**src/verilog/hslr_consts.svh**
```systemverilog
// Offsets, fields, reset values and timing counts for the link recovery block
`ifndef HSLR_CONSTS_SVH
`define HSLR_CONSTS_SVH
`define HSLR_OFF_CTRL       12'h000
`define HSLR_OFF_STAT       12'h004
`define HSLR_OFF_EVENT      12'h008
`define HSLR_OFF_ACKID      12'h00C
`define HSLR_CTRL_ISOLATE   0
`define HSLR_CTRL_OUT_EN    1
`define HSLR_CTRL_IN_EN     2
`define HSLR_CTRL_LUP_IEN   3
`define HSLR_CTRL_FORCE     4
`define HSLR_CTRL_PW_EN     5
`define HSLR_CTRL_RESET     6'h01
`define HSLR_ST_NOT_TRAINED 0
`define HSLR_ST_USABLE      1
`define HSLR_ST_IN_STOP     2
`define HSLR_ST_OUT_STOP    3
`define HSLR_ST_FATAL       4
`define HSLR_ST_MISMATCH    5
`define HSLR_EV_LINK_UP     0
`define HSLR_EV_SYNC_LOST   1
`define HSLR_WDOG_SYMBOLS   20'hF_FFFF
`endif

```
**src/verilog/hslr_pkg.sv**
```systemverilog
// Types for the link recovery block
`default_nettype none
package hslr_pkg;
    typedef enum logic [1:0] {
        HSLR_DOWN    = 2'b00,
        HSLR_TRAINED = 2'b01,
        HSLR_LOST    = 2'b11,
        HSLR_FATAL   = 2'b10
    } hslr_link_t;
endpackage : hslr_pkg
`default_nettype wire

```
**src/verilog/hslr_port.sv**
```systemverilog
// Hot swap and lane sync recovery control for one serial port
//
// Summary of operation
// Link-up event sets when isolated and link just trained, or while the force bit is set; write clears.
// Isolated with link-up event and enable keeps interrupt asserted.
// Clearing the link-up event stops its interrupt.
// Simultaneous activity of several ports yields one port-write.
// Port-write on each link initialisation while isolated.
// Isolation drops fabric packets, flushes queues, refuses partner packets.
// Removal: not-trained sets, usable clears, both stops set, fatal later.
// Odd port partner loss may flag fatal on the even port.
// Software programs our transmit ackID before the partner's.
// AckID mismatch from bad ordering is a fatal link error.
// Partner without recovery registers: set our receive ackID to zero.
// Insertion: power, isolate, insert, clear stops, link request, resync.
// Software clears isolation and sets the permit bits.
// Software may poll usable and not-trained flags.
// Sync loss on removal with enable set raises interrupt or port-write.
// Sync loss restarts training and pauses ack timeout timer.
// Time-to-live timer keeps running during sync loss.
// Software sets time-to-live longer than the silence timer.
// After resync, timers resume with the next unsent packet and ackID.
// No acknowledgements while input-error-stopped.
// Link-request/input-status ends input-error-stopped.
// Answer link-request with link-response carrying next expected ackID.
// Accept the retransmitted packet with the indicated ackID.
// While isolated only link request and response symbols pass.
// Permit bits gate non-maintenance transmit and receive.
// Lane sync watchdog counts fixed symbol periods, then flags fatal.
//
// Design decisions made here: the APB interface to the registers and the address map.
`timescale 1ns/1ps
`default_nettype none
`include "hslr_consts.svh"
module hslr_port (
    // Clock and reset
    input  wire logic        clk_sys,
    input  wire logic        nrst,
    // APB slave
    input  wire logic        psel,
    input  wire logic        penable,
    input  wire logic        pwrite,
    input  wire logic [11:0] paddr,
    input  wire logic [31:0] pwdata,
    output logic      [31:0] prdata,
    output logic             pready,
    output logic             pslverr,
    // Lane status pins
    input  wire logic        laneSyncPin,
    input  wire logic        symbolTick,
    input  wire logic        oddPartnerFatal,
    input  wire logic        otherPortsUp,
    // Received control symbols and packets
    input  wire logic        rxLinkReq,
    input  wire logic        rxPktValid,
    input  wire logic        rxPktMaint,
    input  wire logic [5:0]  rxPktAckId,
    // Fabric transmit request
    input  wire logic        txReqValid,
    input  wire logic        txReqMaint,
    input  wire logic        ttlExpired,
    // Outputs
    output logic             irq,
    output logic             portWrite,
    output logic             linkRespSend,
    output logic [5:0]       linkRespAckId,
    output logic             rxAck,
    output logic             rxAccept,
    output logic             txSend,
    output logic             txDrop,
    output logic [5:0]       txAckId,
    output logic             queueFlush,
    output logic             ackTimerRun,
    output logic             ttlTimerRun,
    output logic             trainRestart
);
    logic laneSync;
    hslr_sync2 #(.W(1)) uSync (
        .clk_sys (clk_sys),
        .nrst    (nrst),
        .din     (laneSyncPin),
        .dout    (laneSync)
    );

    hslr_pkg::hslr_link_t linkSt_q;
    logic [5:0]  ctrl_q;
    logic        linkUp_q;
    logic        syncLostEv_q;
    logic        inStop_q;
    logic        outStop_q;
    logic        mismatch_q;
    logic [5:0]  rxExp_q;
    logic [5:0]  txNext_q;
    logic [19:0] wdog_q;
    logic        syncPrev_q;

    logic wrEn;
    logic isolate;
    logic rxAcceptNext;
    logic txSendNext;
    logic linkOk;
    logic trainedNow;
    logic lostNow;
    logic wdogDone;
    logic addrOk;
    assign wrEn = psel && penable && pwrite;
    assign isolate = ctrl_q[`HSLR_CTRL_ISOLATE];
    assign trainedNow = laneSync && !syncPrev_q;
    assign lostNow = !laneSync && syncPrev_q && linkSt_q == hslr_pkg::HSLR_TRAINED;
    assign wdogDone = wdog_q == `HSLR_WDOG_SYMBOLS;
    assign addrOk = paddr == `HSLR_OFF_CTRL || paddr == `HSLR_OFF_STAT
                 || paddr == `HSLR_OFF_EVENT || paddr == `HSLR_OFF_ACKID;

    // Control register
    always_ff @(posedge clk_sys) begin
        if (!nrst) begin
            ctrl_q <= `HSLR_CTRL_RESET;
        end else if (wrEn && paddr == `HSLR_OFF_CTRL) begin
            ctrl_q <= pwdata[5:0];
        end
    end

    // Link state and lane sync watchdog
    always_ff @(posedge clk_sys) begin
        if (!nrst) begin
            linkSt_q   <= hslr_pkg::HSLR_DOWN;
            syncPrev_q <= 1'b0;
            wdog_q     <= '0;
        end else begin
            syncPrev_q <= laneSync;
            case (linkSt_q)
                hslr_pkg::HSLR_DOWN: begin
                    if (laneSync) begin
                        linkSt_q <= hslr_pkg::HSLR_TRAINED;
                    end
                end
                hslr_pkg::HSLR_TRAINED: begin
                    wdog_q <= '0;
                    if (!laneSync) begin
                        linkSt_q <= hslr_pkg::HSLR_LOST;
                    end
                end
                hslr_pkg::HSLR_LOST: begin
                    if (laneSync) begin
                        linkSt_q <= hslr_pkg::HSLR_TRAINED;
                    end else if (wdogDone) begin
                        linkSt_q <= hslr_pkg::HSLR_FATAL;
                    end else if (symbolTick) begin
                        wdog_q <= wdog_q + 20'h0_0001;
                    end
                end
                hslr_pkg::HSLR_FATAL: begin
                    if (laneSync) begin
                        linkSt_q <= hslr_pkg::HSLR_TRAINED;
                    end
                end
                default: linkSt_q <= hslr_pkg::HSLR_DOWN;
            endcase
        end
    end

    // Event flags; hardware set wins over software clear
    always_ff @(posedge clk_sys) begin
        if (!nrst) begin
            linkUp_q     <= 1'b0;
            syncLostEv_q <= 1'b0;
        end else begin
            if (wrEn && paddr == `HSLR_OFF_EVENT) begin
                linkUp_q     <= linkUp_q & ~pwdata[`HSLR_EV_LINK_UP];
                syncLostEv_q <= syncLostEv_q & ~pwdata[`HSLR_EV_SYNC_LOST];
            end
            if ((isolate && trainedNow) || ctrl_q[`HSLR_CTRL_FORCE]) begin
                linkUp_q <= 1'b1;
            end
            if (lostNow) begin
                syncLostEv_q <= 1'b1;
            end
        end
    end

    // Error stop flags and ackID mismatch
    always_ff @(posedge clk_sys) begin
        if (!nrst) begin
            inStop_q   <= 1'b0;
            outStop_q  <= 1'b0;
            mismatch_q <= 1'b0;
        end else begin
            if (wrEn && paddr == `HSLR_OFF_STAT) begin
                inStop_q   <= inStop_q & ~pwdata[`HSLR_ST_IN_STOP];
                outStop_q  <= outStop_q & ~pwdata[`HSLR_ST_OUT_STOP];
                mismatch_q <= mismatch_q & ~pwdata[`HSLR_ST_MISMATCH];
            end
            if (rxLinkReq && !lostNow) begin
                inStop_q <= 1'b0;
            end
            if (lostNow) begin
                inStop_q  <= 1'b1;
                outStop_q <= 1'b1;
            end
            if (rxPktValid && !inStop_q && !isolate
                && rxPktAckId != rxExp_q) begin
                mismatch_q <= 1'b1;
            end
        end
    end

    // AckID counters
    always_ff @(posedge clk_sys) begin
        if (!nrst) begin
            rxExp_q  <= '0;
            txNext_q <= '0;
        end else if (wrEn && paddr == `HSLR_OFF_ACKID) begin
            rxExp_q  <= pwdata[13:8];
            txNext_q <= pwdata[5:0];
        end else begin
            if (rxAcceptNext) begin
                rxExp_q <= rxExp_q + 6'h01;
            end
            if (txSendNext) begin
                txNext_q <= txNext_q + 6'h01;
            end
        end
    end

    // Packet gating
    assign linkOk = linkSt_q == hslr_pkg::HSLR_TRAINED && !mismatch_q;
    assign rxAcceptNext = rxPktValid && !inStop_q && linkOk
        && rxPktAckId == rxExp_q && !isolate
        && (rxPktMaint || ctrl_q[`HSLR_CTRL_IN_EN]);
    assign txSendNext = txReqValid && linkOk && !isolate && !ttlExpired
        && (txReqMaint || ctrl_q[`HSLR_CTRL_OUT_EN]);

    always_ff @(posedge clk_sys) begin
        if (!nrst) begin
            rxAccept   <= 1'b0;
            rxAck      <= 1'b0;
            txSend     <= 1'b0;
            txDrop     <= 1'b0;
            txAckId    <= '0;
            queueFlush <= 1'b0;
        end else begin
            rxAccept   <= rxAcceptNext;
            rxAck      <= rxAcceptNext;
            txSend     <= txSendNext;
            txAckId    <= txNext_q;
            txDrop     <= txReqValid && (isolate || ttlExpired);
            queueFlush <= isolate;
        end
    end

    // Link response to link-request
    always_ff @(posedge clk_sys) begin
        if (!nrst) begin
            linkRespSend  <= 1'b0;
            linkRespAckId <= '0;
        end else begin
            linkRespSend  <= rxLinkReq;
            linkRespAckId <= rxExp_q;
        end
    end

    // Timers during sync loss
    always_ff @(posedge clk_sys) begin
        if (!nrst) begin
            ackTimerRun  <= 1'b0;
            ttlTimerRun  <= 1'b0;
            trainRestart <= 1'b0;
        end else begin
            ackTimerRun  <= linkSt_q == hslr_pkg::HSLR_TRAINED;
            ttlTimerRun  <= 1'b1;
            trainRestart <= lostNow;
        end
    end

    // Interrupt and port-write
    always_ff @(posedge clk_sys) begin
        if (!nrst) begin
            irq       <= 1'b0;
            portWrite <= 1'b0;
        end else begin
            irq <= ctrl_q[`HSLR_CTRL_LUP_IEN]
                && ((isolate && linkUp_q) || syncLostEv_q);
            portWrite <= ctrl_q[`HSLR_CTRL_PW_EN]
                && ((isolate && trainedNow && !otherPortsUp)
                    || lostNow);
        end
    end

    // APB slave, zero wait states
    logic fatal;
    assign fatal = linkSt_q == hslr_pkg::HSLR_FATAL || mismatch_q
        || oddPartnerFatal;
    always_ff @(posedge clk_sys) begin
        if (!nrst) begin
            prdata  <= '0;
            pready  <= 1'b0;
            pslverr <= 1'b0;
        end else begin
            pready  <= psel && !penable;
            pslverr <= psel && !penable && !addrOk;
            prdata  <= '0;
            if (psel && !penable && !pwrite) begin
                case (paddr)
                    `HSLR_OFF_CTRL: prdata <= {26'h000_0000, ctrl_q};
                    `HSLR_OFF_STAT: prdata <= {26'h000_0000, mismatch_q,
                        fatal, outStop_q, inStop_q, linkOk,
                        linkSt_q != hslr_pkg::HSLR_TRAINED};
                    `HSLR_OFF_EVENT: prdata <= {30'h0000_0000,
                        syncLostEv_q, linkUp_q};
                    `HSLR_OFF_ACKID: prdata <= {18'h0_0000, rxExp_q,
                        2'b00, txNext_q};
                    default: prdata <= '0;
                endcase
            end
        end
    end
endmodule : hslr_port
`default_nettype wire

```
**src/verilog/hslr_sync2.sv**
```systemverilog
// Two flip-flop synchroniser for pin levels
`timescale 1ns/1ps
`default_nettype none
module hslr_sync2 #(
    parameter int W = 1
) (
    // Clock and reset
    input  wire logic         clk_sys,
    input  wire logic         nrst,
    // Data
    input  wire logic [W-1:0] din,
    output logic      [W-1:0] dout
);
    logic [W-1:0] meta_q;
    always_ff @(posedge clk_sys) begin
        if (!nrst) begin
            meta_q <= '0;
            dout   <= '0;
        end else begin
            meta_q <= din;
            dout   <= meta_q;
        end
    end
endmodule : hslr_sync2
`default_nettype wire

```
**config.mk**
```make
export PLATFORM = sky130hd
export DESIGN_NAME = hslr_port
export DESIGN_NICKNAME = d
export VERILOG_FILES = /design/src/verilog/hslr_pkg.sv /design/src/verilog/hslr_port.sv /design/src/verilog/hslr_sync2.sv
export VERILOG_INCLUDE_DIRS = /design/src /design/src/verilog
export SDC_FILE = /design/constraint.sdc
export NUM_CORES = 1
export LEC_CHECK = 0
export ABC_AREA = 1
export CAP_MARGIN = 15
export CORE_UTILIZATION = 57
export DETAILED_ROUTE_END_ITERATION = 8
export DONT_BUFFER_PORTS = 1
export HOLD_SLACK_MARGIN = 0.15
export PLACE_DENSITY = 0.76
export SLEW_MARGIN = 10
export SYNTH_ARGS = -nofsm -noshare
export SYNTH_HDL_FRONTEND = slang
export SYNTH_SLANG_ARGS = --single-unit
```
**constraint.sdc**
```tcl
create_clock -name clk_sys -period 1.45 [get_ports clk_sys]
set_clock_uncertainty 0.05 [all_clocks]
set_input_delay 0.2175 -clock clk_sys [delete_from_list [all_inputs] [get_ports clk_sys]]
set_output_delay 0.2175 -clock clk_sys [all_outputs]
set_load 0.03 [all_outputs]
```
==> impl_metrics.csv <==
group,metric,value,unit
run_status,status,"complete, but fails checks",
run_status,violations,"setup timing",
global_route,grt_first_pass_wirelength,19240,um
sta,tightestPinTransition,847.9,ps
route,routed-wl-met3,1220,um
sta,maxSlewHeadroom,0.4348,
power_and_ir_drop,p_sw_frac,0.2599,
route,top_layer_used,"met4",
sta,rsz0062_at_grt,"yes",
finish,final_area,5808,um2
synth,synth-edff-count,0,
critical_path,crit_arrival,2000,ps
power_and_ir_drop,powerDensity,736.1,nW/um2
clocking,clkLatencyLatePin,360,ps
sta,period_needed,1743,ps
finish,fin_cells,859,
sta,finalCritPeriodShare,1.202,
power_and_ir_drop,seqPwrFrac,0.550,
critical_path,path_class,"flip-flop to flip-flop",
min_path,hold_path_class,"input pin to flip-flop",
route,vias_per_cell,5.617,
finish,num_antenna_cells,0,
synth,synth_xor_area_frac,0.01432,
sta,fin_ws,-293.2,ps
route,wl_per_cell,16.23,um
synth,syn_area,4282,um2
sta,finalMaxSlewViolations,0,
die,num_rows,31,
sta,clock.fmax,573.7,MHz
power_and_ir_drop,peakVddDrop,602.3,uV
global_route,grt_usage,0.3225,
clocking,h-tree-depth,3,
synth,synth-main-ff-cell,"dfxtp_1",
min_path,holdPathStages,3,
critical_path,crit_fanout,5,
clocking,path_clk_slew,80,ps
die,core_area,7253,um2
flow_run,maxCapViolations,0,
route,wl_met2,6704,um
critical_path,endpoint_kind,"flip-flop",
synth,synth_compound_area_frac,0.06663,
route,wl_met1,5209,um
power_and_ir_drop,p_int,0.003164,W
route,dr.pass1.iters,5,
synth,synth-seq-cells,84,
clocking,tritoncts,"yes",
sta,finalHoldViolations,0,
die,io_pins,122,
die,initial_core_util,0.5903,
die,die_w,88.67,um
synth,yosys_warnings,0,
finish,nets,824,
finish,drive_above_1_share,0.2395,
sta,setup_viol,21,
placement,dp.final_hpwl,7737,um
placement,dp_cells,791,
finish,fin_util,0.8008,
synth,async_flop_share,0,
finish,area_growth,35.65,%
synth,synthMuxAreaShare,0,
route,vias,4825,
route,drc,0,
global_route,grt_max_degree,31,
global_route,overflow,0,
critical_path,cp-start-kind,"flip-flop",
synth,ys_seq_area_frac,0.3928,
clocking,cts_sinks,84,
power_and_ir_drop,p_sw,0.001111,W
route,drtIter0Drc,369,
power_and_ir_drop,power.leakage,2.788,nW
placement,portBuffers,0,
die,die-area,7862,um2
synth,ys_types,34,
die,die_y,88.67,um
critical_path,r2r_cells,11,
power_and_ir_drop,pwr-share-comb,0.094,
synth,syn_inst,637,
placement,place_ws,-186.2,ps
clocking,cts_buffers,9,
synth,synth_top_family_by_area,"simple AND/OR/NAND/NOR gates",
power_and_ir_drop,power.total,0.004275,W
global_route,antenna_found_initial,0,
synth,synthSimpleGateAreaFrac,0.3802,
critical_path,required,1710,ps
power_and_ir_drop,clockPowerShare,0.356,
global_route,grt_pass1_vias,4311,
synth,syn_area_per_cell,6.722,um2
clocking,clk_path_buf_depth,2,
synth,synthAdderAreaFrac,0.008767,
route,ant_nets,0,
placement,place.gp.congestion,0.9063,
placement,place_area,4810,um2
clocking,root_buffer,"clkbuf_8",
route,routed_wl,13940,um
## cells by family after synthesis
group,after synthesis
flip-flops,84
AND/OR/NAND/NOR,366
other,1
XOR/XNOR,7
adder cells (fa/ha/maj),3
AO/OA/AOI/OAI,51
buffers and inverters,125
## flip-flops by register name, summed over array words and instances, names as in the netlist, 2 cells and up
signal and cells:
prdata 12, txAckId 6, ctrl_q 6, linkSt_q 2, txNext_q 6, linkRespAckId 6
wdog_q 20, rxExp_q 6
## final timing paths
path / startpoint / end / slack, ps
worst min-delay path: nrst / txNext_q[3]$_SDFFE_PN0P_ / 120
worst min register to register: uSync.meta_q$_SDFF_PN0_ / uSync.dout$_SDFF_PN0_ / 400
worst max register to register: wdog_q[13]$_SDFFE_PN0P_ / wdog_q[11]$_SDFFE_PN0P_ / -290
worst max-delay path: wdog_q[13]$_SDFFE_PN0P_ / wdog_q[11]$_SDFFE_PN0P_ / -290
## Yosys cell counts, types with 2 or more instances
cell type	n	share of area
nand2_1	175	0.15
dfxtp_1	84	0.39
inv_1	84	0.074
nand3_1	70	0.082
nor2_1	67	0.059
buf_4	24	0.042
a21oi_1	22	0.026
nand4_1	18	0.026
o21ai_0	18	0.021
nor3_1	15	0.018
buf_2	8	0.0094
nor2_2	5	0.0073
xor2_1	5	0.010
clkbuf_1	4	0.0035
ha_1	3	0.0088
inv_2	3	0.0026
nand2_2	3	0.0044
nor2_4	3	0.0079
nor3b_1	3	0.0053
o21ai_1	3	0.0035
o21bai_1	3	0.0053
a21boi_0	2	0.0035
buf_6	2	0.0053
nand2_4	2	0.0053
xnor2_1	2	0.0041
## routing by layer
| metal | global-route usage | vias up |
|---|---|---|
| met5 | 0 | - |
| met4 | 0.1906 | 0 |
| met1 | 0.3937 | 2193 |
| met3 | 0.05784 | 96 |
| li1 | - | 2211 |
| met2 | 0.5322 | 325 |
## cells in the final DEF (no fill, tap or decap), drive strengths merged
cell type	netlist	routed
nand3	72	72
ha	3	3
o31ai	1	1
nor4	1	1
clkinv	0	2
xnor2	2	2
buf	34	84
nor2	75	75
o21ai	21	21
a21oi	24	24
inv	87	87
nand4	19	19
nand2	180	181
clkbuf	4	13
dlymetal6s4s	0	2
conb	1	20
o21bai	3	3
nor3	15	15
or2	1	1
nor3b	3	3
dlygate4sd3	0	40
xor2	5	5
dfxtp	84	84
a21boi	2	2
## power by group through the flow
stage	clock network (W)	logic, W	registers (W)
after CTS	0.00153	0.000363	0.00235
final	0.00152	0.000403	0.00235
after floorplan	0	0.000245	0.00240
after global routing	0.00161	0.000431	0.00235
after detailed placement	0	0.000252	0.00241
after global placement	0	0.000247	0.00241
## critical path, stage by stage (launching register included)
cell	delay [ps]
dfxtp_1	350
nand2_1	80
inv_1	80
nand2_1	110
nor2_1	270
nand3_4	200
buf_12	200
nand2_8	100
nand2_8	70
nand2_2	70
nand2_1	60
inv_1	50
## stage by stage
stage / hold slack [ps] / TNS [ps]
after floorplan: 195.2 / 0
after global routing: 148.2 / -6730
after global placement: 196.8 / -1839
after detailed placement: 196.5 / -3277
final: 124.0 / -5496
after CTS: 117.7 / -2127
## area by class of cell
| type | instances | area, um2 |
|---|---|---|
| tap | 99 | 123.9 |
| fill | 469 | 1445 |
| multi-input combinational | 448 | 2357 |
| sequential | 84 | 1698 |
| clock buffer | 13 | 158.9 |
| inverter | 87 | 336.6 |
| timing repair buffer | 126 | 1124 |
| clock inverter | 2 | 10.01 |
## repair_timing
item,4_1_cts,5_1_grt
gates resized for setup,29,61
buffers inserted,5,4
endpoints found under the hold margin,60,1
gates cloned,1,0
setup endpoints to repair,27,52
pin swaps,12,22
hold buffers,42,1
Power figures use the tool's default switching activity.
